==> config.mk <==
export PLATFORM = sky130hd
export DESIGN_NAME = irqeb_bank
export DESIGN_NICKNAME = d
export VERILOG_FILES = /design/src/core/irqeb_pkg.sv /design/src/core/irqeb_bank.sv /design/src/core/irqeb_reg.sv
export SDC_FILE = /design/constraint.sdc
export NUM_CORES = 1
export LEC_CHECK = 0
export BUFFER_PORTS_ARGS = -buffer_cell sky130_fd_sc_hd__clkbuf_2
export CORE_UTILIZATION = 47
export CTS_CLUSTER_DIAMETER = 100
export DETAILED_ROUTE_END_ITERATION = 10
export PLACE_DENSITY = 0.91
export SYNTH_ARGS = -nofsm -noshare
export SYNTH_HDL_FRONTEND = slang
export SYNTH_SLANG_ARGS = --single-unit
==> constraint.sdc <==
create_clock -name CLOCK -period 1.85 [get_ports CLOCK]
set_clock_uncertainty 0.1 [all_clocks]
set_input_delay 0.2775 -clock CLOCK [delete_from_list [all_inputs] [get_ports CLOCK]]
set_output_delay 0.2775 -clock CLOCK [all_outputs]
set_load 0.02 [all_outputs]
==> src/core/irqeb_pkg.sv <==
// package of offsets, field positions and reset values for the request bank
package irqeb_pkg;
  // ****************************************************************
  // register word offsets (byte addresses)
  // ****************************************************************
  localparam logic [11:0] OFF_SERIAL_TIME_PIN = 12'h000;
  localparam logic [11:0] OFF_UART_B_PIN_C = 12'h004;
  localparam logic [11:0] OFF_TIMER_GROUP_A = 12'h008;
  localparam logic [11:0] OFF_TIMER_GROUP_B = 12'h00C;
  localparam logic [11:0] OFF_NVM_LOWVOLT = 12'h010;
  localparam logic [11:0] OFF_GLOBAL_CTRL = 12'h014;
  localparam logic [11:0] OFF_SUMMARY = 12'h018;
  localparam int NUM_REGS = 5;
  // ****************************************************************
  // field layout: flags in bits 7..4, enables in bits 3..0
  // ****************************************************************
  localparam int FLAG_LSB = 4;
  localparam int PAIR_COUNT = 4;
  // implemented-bit masks; unimplemented bits read as zero
  localparam logic [7:0] MASK_FULL = 8'hFF;
  localparam logic [7:0] MASK_HALF = 8'h33;
  localparam logic [7:0] REG_RESET = 8'h00;
  localparam logic GLOBAL_RESET = 1'h0;
  // summary output bit positions
  localparam int SUM_GROUP_A = 0;
  localparam int SUM_GROUP_B = 1;
  localparam int SUM_NVM_LV = 2;
endpackage : irqeb_pkg

==> src/core/irqeb_bank.sv <==
// interrupt request flag and enable bank with apb register access
// Behaviour
// - uart a flag bit7, enable bit3
// - serial module flag bit6, enable bit2
// - pin b flag bit5, enable bit1
// - timebase b flag bit4, enable bit0
// - pin c flag bit5, enable bit1
// - uart b flag bit4, enable bit0
// - unimplemented bits always read zero
// - periodic timer b A/P flags bits 7,6
// - std timer P/A flags bits 4,5
// - compact timer A/P enables bits 3,2
// - compact P enable gates only P
// - periodic timer a P flag4, enable0
// - periodic timer a A enable bit1
// - nv data write flag5, enable1
// - low voltage flag4, enable0
// - global enable gates every IRQ_REQ bit, not MF_SUMMARY (timer group a, timer group b, nv write/low voltage) or WAKE_REQ
// - event sets flag regardless of enable
// - any set flag requests wake
`timescale 1ns/1ns
`default_nettype none
module irqeb_bank (
  input wire logic CLOCK,             // system clock, 25 MHz
  input wire logic RSTN,              // sync reset, active low
  input wire logic PSEL,              // apb select
  input wire logic PENABLE,           // apb access phase
  input wire logic PWRITE,            // apb direction
  input wire logic [11:0] PADDR,      // apb byte address
  input wire logic [31:0] PWDATA,     // apb write data
  output logic [31:0] PRDATA,         // apb read data
  output logic PREADY,                // apb ready
  output logic PSLVERR,               // apb error, unmapped
  input wire logic [3:0] EVT_SERIAL,  // uart a, serial, pin b, tb b
  input wire logic [1:0] EVT_UARTB_PINC, // pin c, uart b
  input wire logic [3:0] EVT_TMR_A,   // ptb A, ptb P, std A, std P
  input wire logic [3:0] EVT_TMR_B,   // ct A, ct P, pta A, pta P
  input wire logic [1:0] EVT_NVM_LV,  // nv write, low voltage
  input wire logic ISR_ENTRY,         // core entered a service routine
  output logic [13:0] IRQ_REQ,        // gated requests to the core
  output logic [2:0] MF_SUMMARY,      // multi-function summaries
  output logic GLOBAL_EN,             // global enable state
  output logic WAKE_REQ               // wake from sleep or idle
);
  // ****************************************************************
  // state
  // ****************************************************************
  typedef struct packed {
    logic global_irq_enable;
    logic [31:0] rdata;
  } irqeb_top_s;
  irqeb_top_s st_q;
  irqeb_top_s st_d;

  logic [7:0] r_val [irqeb_pkg::NUM_REGS];
  logic [3:0] r_pend [irqeb_pkg::NUM_REGS];
  logic [3:0] r_evt [irqeb_pkg::NUM_REGS];
  logic [11:0] r_off [irqeb_pkg::NUM_REGS];
  logic [7:0] r_mask [irqeb_pkg::NUM_REGS];
  logic [irqeb_pkg::NUM_REGS-1:0] r_wr;
  logic wr_access;
  logic rd_access;
  logic mapped;
  logic [7:0] flags_any;

  // ****************************************************************
  // event routing into the five registers
  // ****************************************************************
  // uart a, serial, pin b, timebase b
  assign r_evt[0] = EVT_SERIAL;
  // pin c in bit 5, uart b in bit 4
  assign r_evt[1] = {2'h0, EVT_UARTB_PINC};
  // timer group a flags in bits 7..4
  // std timer flags bits 5, 4
  assign r_evt[2] = EVT_TMR_A;
  assign r_evt[3] = EVT_TMR_B;
  // nv write in bit 5, low voltage in bit 4
  assign r_evt[4] = {2'h0, EVT_NVM_LV};
  assign r_off[0] = irqeb_pkg::OFF_SERIAL_TIME_PIN;
  assign r_off[1] = irqeb_pkg::OFF_UART_B_PIN_C;
  assign r_off[2] = irqeb_pkg::OFF_TIMER_GROUP_A;
  assign r_off[3] = irqeb_pkg::OFF_TIMER_GROUP_B;
  assign r_off[4] = irqeb_pkg::OFF_NVM_LOWVOLT;
  assign r_mask[0] = irqeb_pkg::MASK_FULL;
  assign r_mask[1] = irqeb_pkg::MASK_HALF;
  assign r_mask[2] = irqeb_pkg::MASK_FULL;
  assign r_mask[3] = irqeb_pkg::MASK_FULL;
  assign r_mask[4] = irqeb_pkg::MASK_HALF;

  // ****************************************************************
  // apb decode, zero wait states
  // ****************************************************************
  assign wr_access = PSEL && PENABLE && PWRITE;
  assign rd_access = PSEL && !PENABLE && !PWRITE;

  // one register instance per flag/enable word, five in all; global control and summary have none
  genvar gi;
  generate
    for (gi = 0; gi < irqeb_pkg::NUM_REGS; gi++) begin : g_reg
      assign r_wr[gi] = wr_access && (PADDR == r_off[gi]);
      irqeb_reg #(
        .IMPL_MASK((gi == 1 || gi == 4) ? irqeb_pkg::MASK_HALF
                                       : irqeb_pkg::MASK_FULL)
      ) u_reg (
        .clk(CLOCK),
        .rst_n(RSTN),
        .wr_en(r_wr[gi]),
        .wr_data(PWDATA[7:0]),
        .event_set(r_evt[gi]),
        .value(r_val[gi]),
        .pending(r_pend[gi])
      );
    end
  endgenerate

  // address map check
  always_comb begin
    mapped = 1'b0;
    for (int i = 0; i < irqeb_pkg::NUM_REGS; i++) begin
      if (PADDR == r_off[i]) begin
        mapped = 1'b1;
      end
    end
    if (PADDR == irqeb_pkg::OFF_GLOBAL_CTRL ||
        PADDR == irqeb_pkg::OFF_SUMMARY) begin
      mapped = 1'b1;
    end
  end

  // ****************************************************************
  // next state: global enable and read data
  // ****************************************************************
  always_comb begin
    st_d = st_q;
    // global enable, cleared on service entry
    if (ISR_ENTRY) begin
      st_d.global_irq_enable = 1'b0;
    end
    if (wr_access && PADDR == irqeb_pkg::OFF_GLOBAL_CTRL) begin
      st_d.global_irq_enable = PWDATA[0];
    end
    // read data captured in setup, stable during access
    if (rd_access) begin
      st_d.rdata = 32'h0000_0000;
      for (int i = 0; i < irqeb_pkg::NUM_REGS; i++) begin
        if (PADDR == r_off[i]) begin
          st_d.rdata = {24'h00_0000, r_val[i] & r_mask[i]};
        end
      end
      if (PADDR == irqeb_pkg::OFF_GLOBAL_CTRL) begin
        st_d.rdata = {31'h0000_0000, st_q.global_irq_enable};
      end
      if (PADDR == irqeb_pkg::OFF_SUMMARY) begin
        st_d.rdata = {28'h000_0000, WAKE_REQ, MF_SUMMARY};
      end
    end
  end

  always_ff @(posedge CLOCK) begin
    if (!RSTN) begin
      st_q.global_irq_enable <= irqeb_pkg::GLOBAL_RESET;
      st_q.rdata <= 32'h0000_0000;
    end else begin
      st_q <= st_d;
    end
  end

  // ****************************************************************
  // outputs
  // ****************************************************************
  assign PRDATA = st_q.rdata;
  assign PREADY = 1'b1;
  assign PSLVERR = PSEL && PENABLE && !mapped;
  assign GLOBAL_EN = st_q.global_irq_enable;

  assign MF_SUMMARY[irqeb_pkg::SUM_GROUP_A] = |r_pend[2];
  assign MF_SUMMARY[irqeb_pkg::SUM_GROUP_B] = |r_pend[3];
  assign MF_SUMMARY[irqeb_pkg::SUM_NVM_LV] = |r_pend[4];

  // compact A and P enables separate
  // requests gated by global enable; per-pair gating
  assign IRQ_REQ = {14{st_q.global_irq_enable}} &
    {r_pend[0], r_pend[1][1:0], r_pend[2], r_pend[3]};

  // any set flag wakes the device
  always_comb begin
    flags_any = 8'h00;
    for (int i = 0; i < irqeb_pkg::NUM_REGS; i++) begin
      flags_any = flags_any | (r_val[i] & r_mask[i] & 8'hF0);
    end
  end
  assign WAKE_REQ = |flags_any;

  // ****************************************************************
  // checks
  // ****************************************************************
  a_global_gates_all: assert property (@(posedge CLOCK)
    disable iff (!RSTN) !GLOBAL_EN |-> IRQ_REQ == 14'h0000)
    else $error("request with global enable low");
  a_compact_p_only: assert property (@(posedge CLOCK)
    disable iff (!RSTN)
    (r_val[3][6] && r_val[3][2] && GLOBAL_EN) |-> IRQ_REQ[2])
    else $error("compact P request not gated through");
  a_compact_p_off: assert property (@(posedge CLOCK)
    disable iff (!RSTN) (r_val[3][6] && !r_val[3][2]) |-> !IRQ_REQ[2])
    else $error("compact P request without its enable");
  a_unimpl_read_zero: assert property (@(posedge CLOCK)
    disable iff (!RSTN) (rd_access && PADDR == irqeb_pkg::OFF_NVM_LOWVOLT)
    |=> (PRDATA[7:6] == 2'h0 && PRDATA[3:2] == 2'h0))
    else $error("unimplemented bits read nonzero");
  a_event_no_enable: assert property (@(posedge CLOCK)
    disable iff (!RSTN) EVT_SERIAL[3] |=> r_val[0][7])
    else $error("uart a flag not set by event");
  a_summary_lv: assert property (@(posedge CLOCK)
    disable iff (!RSTN) (r_val[4][4] && r_val[4][0]) |-> MF_SUMMARY[2])
    else $error("summary missing low voltage");
  a_summary_group_a: assert property (@(posedge CLOCK)
    disable iff (!RSTN)
    MF_SUMMARY[0] == ((r_val[2][7:4] & r_val[2][3:0]) != 4'h0))
    else $error("timer group a summary wrong");
  a_summary_group_b: assert property (@(posedge CLOCK)
    disable iff (!RSTN)
    MF_SUMMARY[1] == ((r_val[3][7:4] & r_val[3][3:0]) != 4'h0))
    else $error("timer group b summary wrong");
  a_wake_on_flag: assert property (@(posedge CLOCK)
    disable iff (!RSTN) r_val[1][5] |-> WAKE_REQ)
    else $error("no wake on pin c flag");
  a_wake_any_flag: assert property (@(posedge CLOCK)
    disable iff (!RSTN) WAKE_REQ == (((r_val[0] | r_val[1] | r_val[2] |
    r_val[3] | r_val[4]) & 8'hF0) != 8'h00))
    else $error("wake request does not match the flags");
  a_write_takes: assert property (@(posedge CLOCK)
    disable iff (!RSTN)
    (wr_access && PADDR == irqeb_pkg::OFF_TIMER_GROUP_B && EVT_TMR_B == 4'h0)
    |=> r_val[3] == $past(PWDATA[7:0]))
    else $error("write to timer group b lost");
  a_isr_clears_ge: assert property (@(posedge CLOCK)
    disable iff (!RSTN) (ISR_ENTRY && !wr_access) |=> !GLOBAL_EN)
    else $error("global enable not cleared on entry");
  a_global_write: assert property (@(posedge CLOCK)
    disable iff (!RSTN) (wr_access && PADDR == irqeb_pkg::OFF_GLOBAL_CTRL)
    |=> GLOBAL_EN == $past(PWDATA[0]))
    else $error("global enable write lost");
  a_reset_clears: assert property (@(posedge CLOCK)
    (RSTN && !$past(RSTN)) |-> (!GLOBAL_EN && PRDATA == 32'h0000_0000 &&
    (r_val[0] | r_val[1] | r_val[2] | r_val[3] | r_val[4]) == 8'h00))
    else $error("state not clear after reset");
  a_uart_a_gated: assert property (@(posedge CLOCK)
    disable iff (!RSTN)
    IRQ_REQ[13] == (GLOBAL_EN && r_val[0][7] && r_val[0][3]))
    else $error("uart a request misrouted");
  a_serial_gated: assert property (@(posedge CLOCK)
    disable iff (!RSTN)
    IRQ_REQ[12] == (GLOBAL_EN && r_val[0][6] && r_val[0][2]))
    else $error("serial module request misrouted");
  a_pin_b_gated: assert property (@(posedge CLOCK)
    disable iff (!RSTN)
    IRQ_REQ[11] == (GLOBAL_EN && r_val[0][5] && r_val[0][1]))
    else $error("pin b request misrouted");
  a_timebase_b_gated: assert property (@(posedge CLOCK)
    disable iff (!RSTN)
    IRQ_REQ[10] == (GLOBAL_EN && r_val[0][4] && r_val[0][0]))
    else $error("timebase b request misrouted");
  a_pin_c_gated: assert property (@(posedge CLOCK)
    disable iff (!RSTN)
    IRQ_REQ[9] == (GLOBAL_EN && r_val[1][5] && r_val[1][1]))
    else $error("pin c request misrouted");
  a_uart_b_gated: assert property (@(posedge CLOCK)
    disable iff (!RSTN)
    IRQ_REQ[8] == (GLOBAL_EN && r_val[1][4] && r_val[1][0]))
    else $error("uart b request misrouted");
  a_ptimer_b_pair: assert property (@(posedge CLOCK)
    disable iff (!RSTN)
    IRQ_REQ[7:6] == ({2{GLOBAL_EN}} & r_val[2][7:6] & r_val[2][3:2]))
    else $error("periodic timer b requests misrouted");
  a_std_timer_pair: assert property (@(posedge CLOCK)
    disable iff (!RSTN)
    IRQ_REQ[5:4] == ({2{GLOBAL_EN}} & r_val[2][5:4] & r_val[2][1:0]))
    else $error("std timer requests misrouted");
  a_compact_a_gated: assert property (@(posedge CLOCK)
    disable iff (!RSTN)
    IRQ_REQ[3] == (GLOBAL_EN && r_val[3][7] && r_val[3][3]))
    else $error("compact A request misrouted");
  a_ptimer_a_p: assert property (@(posedge CLOCK)
    disable iff (!RSTN)
    IRQ_REQ[0] == (GLOBAL_EN && r_val[3][4] && r_val[3][0]))
    else $error("periodic timer a P request misrouted");
  a_ptimer_a_a: assert property (@(posedge CLOCK)
    disable iff (!RSTN)
    IRQ_REQ[1] == (GLOBAL_EN && r_val[3][5] && r_val[3][1]))
    else $error("periodic timer a A request misrouted");
  a_nvdata_summary: assert property (@(posedge CLOCK)
    disable iff (!RSTN) (r_val[4][5] && r_val[4][1]) |-> MF_SUMMARY[2])
    else $error("summary missing nv write");
  a_lowvolt_alone: assert property (@(posedge CLOCK)
    disable iff (!RSTN)
    (r_val[4][4] && !r_val[4][0] && !r_val[4][1]) |-> !MF_SUMMARY[2])
    else $error("low voltage summary without its enable");
endmodule : irqeb_bank
`default_nettype wire

==> src/core/irqeb_reg.sv <==
// one 8-bit flag/enable register with event set and software write
`timescale 1ns/1ns
`default_nettype none
module irqeb_reg #(
  parameter logic [7:0] IMPL_MASK = 8'hFF
) (
  input wire logic clk,              // system clock
  input wire logic rst_n,            // sync reset, active low
  input wire logic wr_en,            // software write strobe
  input wire logic [7:0] wr_data,    // software write data
  input wire logic [3:0] event_set,  // per-pair event pulses
  output logic [7:0] value,          // register contents
  output logic [3:0] pending         // flag and enable per pair
);
  typedef struct packed {
    logic [7:0] bits;
  } irqeb_reg_s;
  irqeb_reg_s st_q;
  irqeb_reg_s st_d;

  // software write, then hardware set wins over a clear
  always_comb begin
    st_d = st_q;
    if (wr_en) begin
      st_d.bits = wr_data;
    end
    // flags set even while the enable is low
    st_d.bits[7:4] = st_d.bits[7:4] | event_set;
    st_d.bits = st_d.bits & IMPL_MASK;
  end

  // state register, cleared on reset
  always_ff @(posedge clk) begin
    if (!rst_n) begin
      st_q.bits <= irqeb_pkg::REG_RESET;
    end else begin
      st_q <= st_d;
    end
  end

  assign value = st_q.bits;
  // each enable gates only its own flag
  assign pending = st_q.bits[7:4] & st_q.bits[3:0];

  // ****************************************************************
  // checks
  // ****************************************************************
  a_event_sets_flag: assert property (@(posedge clk)
    disable iff (!rst_n) (event_set[0] && IMPL_MASK[4]) |=> value[4])
    else $error("event did not set its flag");
  a_set_beats_clear: assert property (@(posedge clk)
    disable iff (!rst_n) (wr_en && event_set != 4'h0) |=>
    ((value[7:4] & $past(event_set) & IMPL_MASK[7:4]) ==
    ($past(event_set) & IMPL_MASK[7:4])))
    else $error("event lost against a software write");
  a_unimpl_zero: assert property (@(posedge clk)
    disable iff (!rst_n) (value & ~IMPL_MASK) == 8'h00)
    else $error("unimplemented bit not zero");
endmodule : irqeb_reg
`default_nettype wire

### Word-level counts from Yosys, hierarchy flattened

Index checks and enable logic that the tools add are counted.

* register bits after elaboration: 65
* bits of input ports: 66
* output and inout bits: 53
* logic and storage cells: 74

* eq/ne operators: 6
* muxes and demuxes: 20
* bitwise operators: 15
* reduce and logical (&&, ||, !) cells: 21

Operator list (number)
* 2-to-1 mux 32 bit: 3
* 2-to-1 mux 8 bit: 7
* == test 12 x 5 -> 1 bit (second input constant): 3
* == test 12 x 4 -> 1 bit (second input constant): 2
* bitwise OR 8 x 6 -> 8 bit: 2
* bitwise OR 8 bit: 2
* bitwise AND 14 bit: 1
* bitwise AND 4 bit: 3
* == test 12 x 3 -> 1 bit (second input constant): 1
* zero test 12 bit: 1
* 2-to-1 mux 6 bit: 2
* bitwise OR 4 bit: 3
* OR reduction 4 bit: 3
* logical AND 1 bit: 11
* 2-to-1 mux 1 bit: 8
* OR reduction 8 bit: 1
* bitwise AND 2 bit: 2
* bitwise OR 2 bit: 2
* zero test 1 bit: 3
* nonzero test 2 bit: 1
* logical OR 1 bit: 1

### Logic depth before layout (Yosys ltp)

* depth in word-level cells: 9
* depth in mapped cells: 7
* mapped depth without buffers: 4

### By module

Synthesis repeated with hierarchy kept, for this count alone.

* cells, all modules: 272
* area total of the unflattened synthesis: 2587.5 um^2

Modules (own cells, without submodules)
* irqeb_bank: instances 1, cells an instance 143, area an instance 1109.8 um^2, sequential area each 180.2 um^2
* irqeb_reg (g_reg[0].u_reg ...): instances 3, cells an instance 29, area an instance 351.6 um^2, sequential area each 160.2 um^2
* irqeb_reg (g_reg[1].u_reg ...): instances 2, cells an instance 21, area an instance 211.5 um^2, sequential area each 80.1 um^2

### Least setup slack after synthesis

Ideal clock, no wire load.

* kind: register to register
* start: register st_q (netlist bit GLOBAL_EN)
* end: register st_q (netlist bit PRDATA[0])
* setup time: 96 ps
* arrival time: 1496 ps
* required time: 1654 ps
* slack: 158 ps
* cell stages (with the launch flop): 5
* period minus slack after synthesis: 1692 ps
* cell sequence: dfxtp_1 > inv_1 > or4_1 > nor4bb_1 > o41ai_2

* word-level cells in the longest chain between the ends: 2

Ends and longest elaborated chain
* from (decl): RTL line irqeb_bank.sv:52 `irqeb_top_s st_q;`
* from (signal assigned): RTL line irqeb_bank.sv:164 `st_q <= st_d;`
* 2-to-1 mux 32 bit: RTL line irqeb_bank.sv:150 `if (PADDR == irqeb_pkg::OFF_GLOBAL_CTRL) begin`
* 2-to-1 mux 32 bit: RTL line irqeb_bank.sv:153 `if (PADDR == irqeb_pkg::OFF_SUMMARY) begin`

Every way passes these cells.
A chain may end at the register's enable or synchronous reset.

### Worst setup path after layout

* start: register g_reg[1].u_reg.st_q (netlist bit g_reg[1].u_reg.value[4])
* end: output port WAKE_REQ

* word-level cells in the longest chain between the ends: 5

Ends and longest elaborated chain
* from (decl): RTL line irqeb_reg.sv:18 `irqeb_reg_s st_q;`
* from (signal assigned): RTL line irqeb_reg.sv:37 `st_q <= st_d;`
* bitwise OR 8 x 6 -> 8 bit: RTL line irqeb_bank.sv:189 `flags_any = flags_any | (r_val[i] & r_mask[i] & 8'hF0);`
* bitwise OR 8 bit (2 in a row): RTL line irqeb_bank.sv:189
* bitwise OR 8 x 6 -> 8 bit: RTL line irqeb_bank.sv:189
* OR reduction 8 bit: RTL line irqeb_bank.sv:192 `assign WAKE_REQ = |flags_any;`
* to (decl): RTL line irqeb_bank.sv:43 `output logic WAKE_REQ`

Every way passes these cells.

==> summary.md <==
| Metric | Value |
|---|---|
| Clock Sinks | `approximately 40` |
| Synthesized area | `2520 sq um` |
| Die Ht | `around 75 microns` |
| FFs w/ async S/R, synth | `0%` |
| Register area | `~820 sq um` |
| Largest net degree at the start of global routing | `20` |
| FMAX | `around 560 MHz` |
| Final hold vios | `0` |
| Post-synth top area cell | `dfxtp_1` |
| Placed instance area | `2910 sq um` |
| CTS tree | `built` |
| NumNets Final | `around 440` |
| Area delta synth->final | `19.2%` |
| Reg2reg setup slack | `0.27 ns` |
| I/O pin count | `approximately 120` |
| Critical Path Fanout Max | `4` |
| Worst setup margin | `approximately 0.080 ns` |
| Dpl cells | `approximately 440` |
| Die area | `5660 sq um` |
| Number of global-route vias before repair | `2367` |
| Final Non-Filler Cells | `around 450` |
| Post-DRT Antenna Nets | `0` |
| Synth Flop Type | `dfxtp_1` |
| Final setup viols | `0` |
| Via/cell ratio | `between 5 and 6` |
| GRT Util Overall | `between 20 and 30%` |
| Worst skew pair latency | `about 0.30 ns` |
| Worst Hold Class | `input port to register` |
| Fin area | `3000 sq um` |
| Layout cells sized above 1 | `between 30% and 40%` |
| Initial DRT Pass Iterations | `5` |
| Synth top area share | `between 30% and 40%` |
| CP Class | `register to output pin` |
| P per Cell Area | `around 620 nW/um^2` |
| Max IR drop VDD | `410 uV` |
| Diode count | `0` |
| Port Buffers | `69` |
| Clk buf depth | `2` |
| Filler cells | `approximately 490` |
| Critical Path Source | `g_reg[1].u_reg.value[4]` |
| Initial antenna violation count | `0` |
| Initial Utilization | `roughly 50%` |
| Setup crit start kind | `register` |
| Routed wire length | `7170 microns` |
| Ys Warns | `0` |
| Crit path DAT | `1.39 ns` |
| First-pass GRT wire length | `11300 microns` |
| Slew Viols, Final | `0` |
| DRC viols | `0` |
| Max-Cap Viols | `0` |
| Mapped Cells | `approximately 300` |
| Setup repair bufs after CTS | `0` |
| FF+latch count, synth | `41` |
| DIE WIDTH | `between 70 and 80 microns` |
| Routability cong. | `1.06` |
| Final Critical Period | `approximately 1.8 ns` |
| Area of the multi-input gates | `1430 sq um` |
| Depth of the most critical reg-to-reg path | `4` |
| Initial DRC count | `248` |
| Critical Path RT | `1.47 ns` |
| Avg WL per Cell | `16.1 microns` |
| Number of distinct library cells after synthesis | `53` |
| RSZ-0062 raised after global routing | `no` |
| Clock root buffer | `clkbuf_8` |
| Post-Synthesis Mean Instance Area | `8.43 sq um` |
| Critical Path End Type | `output pin` |
| Final Cycle Share | `a little over nine tenths` |
| Synth area leaders | `dfxtp_1 (33%), buf_4 (8.0%), o21ai_0 (5.4%), and3_1 (5.2%), nand4_1 (4.2%)` |
| Routed vias | `about 2600` |
| Status | `completed` |
| EDFF count, synth | `0` |
| Post-place setup slack | `roughly 0.020 ns` |
| Total CTS buffers | `5` |
| Site Rows | `26` |
| Most frequent cells in the layout | `clkbuf_2 (68), dfxtp_1 (41), o21ai_0 (27), conb_1 (25), nand2_1 (24)` |
| Final setup TNS | `0 ns` |
| Worst Setup EP | `WAKE_REQ` |
| Total power | `~0.0018 W` |
| GR Overflow Total | `0` |
| R2R Path Start | `g_reg[0].u_reg.value[0]` |
| Commonest non-fill, non-tap cell in the layout | `clkbuf_2` |
| Core region area | `5140 sq um` |
| Reg clk slew, reported paths | `approximately 0.080 ns` |
| Detailed placement HPWL | `between 5000 and 6000 microns` |
| Reg2Reg Capture Point | `PRDATA[0]` |
| Leak Pwr | `1.39 nW` |
| H-tree depth | `2` |
| Sequential area share after synthesis | `about a third` |
[cell families (layout without fill, tap and decap cells)]
logic type / after synthesis / in the layout / share of synthesized area [%]
and+or+nand+nor: 101 / 101 / 23.5
other: 2 / 25 / 0.298
AOI/OAI and AO/OA: 85 / 85 / 21.3
muxes: 15 / 15 / 7.55
xor gates and xnor gates: 1 / 1 / 0.348
buffers and inverters: 54 / 108 / 14.4
DFF: 41 / 41 / 32.6
[how the worst min path moves through the flow]
stage / start / to / depth (start not counted)
5_1_grt: EVT_TMR_A[1] / g_reg[2].u_reg.value[5] / 2
3_3_place_gp: PRDATA[4] / PRDATA[4] / 2
6_report: EVT_TMR_A[0] / g_reg[2].u_reg.value[4] / 2
4_1_cts: EVT_TMR_A[2] / g_reg[2].u_reg.value[6] / 2
3_5_place_dp: PRDATA[6] / PRDATA[6] / 2
2_1_floorplan: EVT_SERIAL[0] / g_reg[0].u_reg.value[4] / 2
[cell usage after synthesis, types with 3 or more instances]
cell type   n
dfxtp_1    41
buf_4      27
o21ai_0    27
nand2_1    24
and3_1     21
a21oi_1    19
nand4_1    17
a31oi_1    14
mux2i_1    10
inv_1       8
nand3_1     8
clkbuf_1    6
a22o_1      5
a22oi_1     5
nor2_1      5
o31a_1      5
a21boi_1    4
buf_2       4
buf_6       4
nor4_1      4
and2_0      3
mux4_2      3
[metrics by stage]
stage                     util (%)  hold slack, ns
final                         58.4          0.0893
after global routing          58.4          0.0977
after CTS                     58.3          0.0875
after detailed placement      56.5           0.355
after global placement        56.5           0.345
after floorplan                  -           0.313
[power by group]
group | leakage (nW) | switching (W) | internal, W
Sequential | 0.335 | 0.0000328 | 0.000907
Clock | 0.0433 | 0.000315 | 0.000295
Combinational | 1.01 | 0.000185 | 0.000114
Total | 1.39 | 0.000533 | 0.00132
[area by class of cell]
type	count	area share, %
clock buffers	6	2.75
clock inverters	1	0.250
multi-input cells	227	47.6
flip-flops and latches	41	27.3
repair buffers	91	17.8
inverters	10	1.33
well taps	70	2.92
[flip-flops by register name, summed over array words and instances, names as in the netlist]
signal and cells:
PRDATA 8, GLOBAL_EN 1, g.u_reg.value 32
[critical path, stage by stage, from the launching register on]
cell	delay (ns)
dfxtp_1	0.36
nor4_2	0.31
nand4_1	0.20
buf_2	0.21
[per-layer routing]
| metal | vias up | global-route usage [%] | wire length (microns) |
|---|---|---|---|
| met5 | - | 0 | 0 |
| met4 | 0 | 14.2 | 213 |
| met3 | 24 | 4.28 | 693 |
| met2 | 179 | 43.0 | 3290 |
| met1 | 1227 | 35.7 | 2970 |
| li1 | 1218 | - | - |
[what timing repair did]
item,CTS,global route
endpoints found under the setup margin,0,1
hold buffers,0,0
resized for setup,0,2
Note: power is estimated with default switching activity, not from simulation.
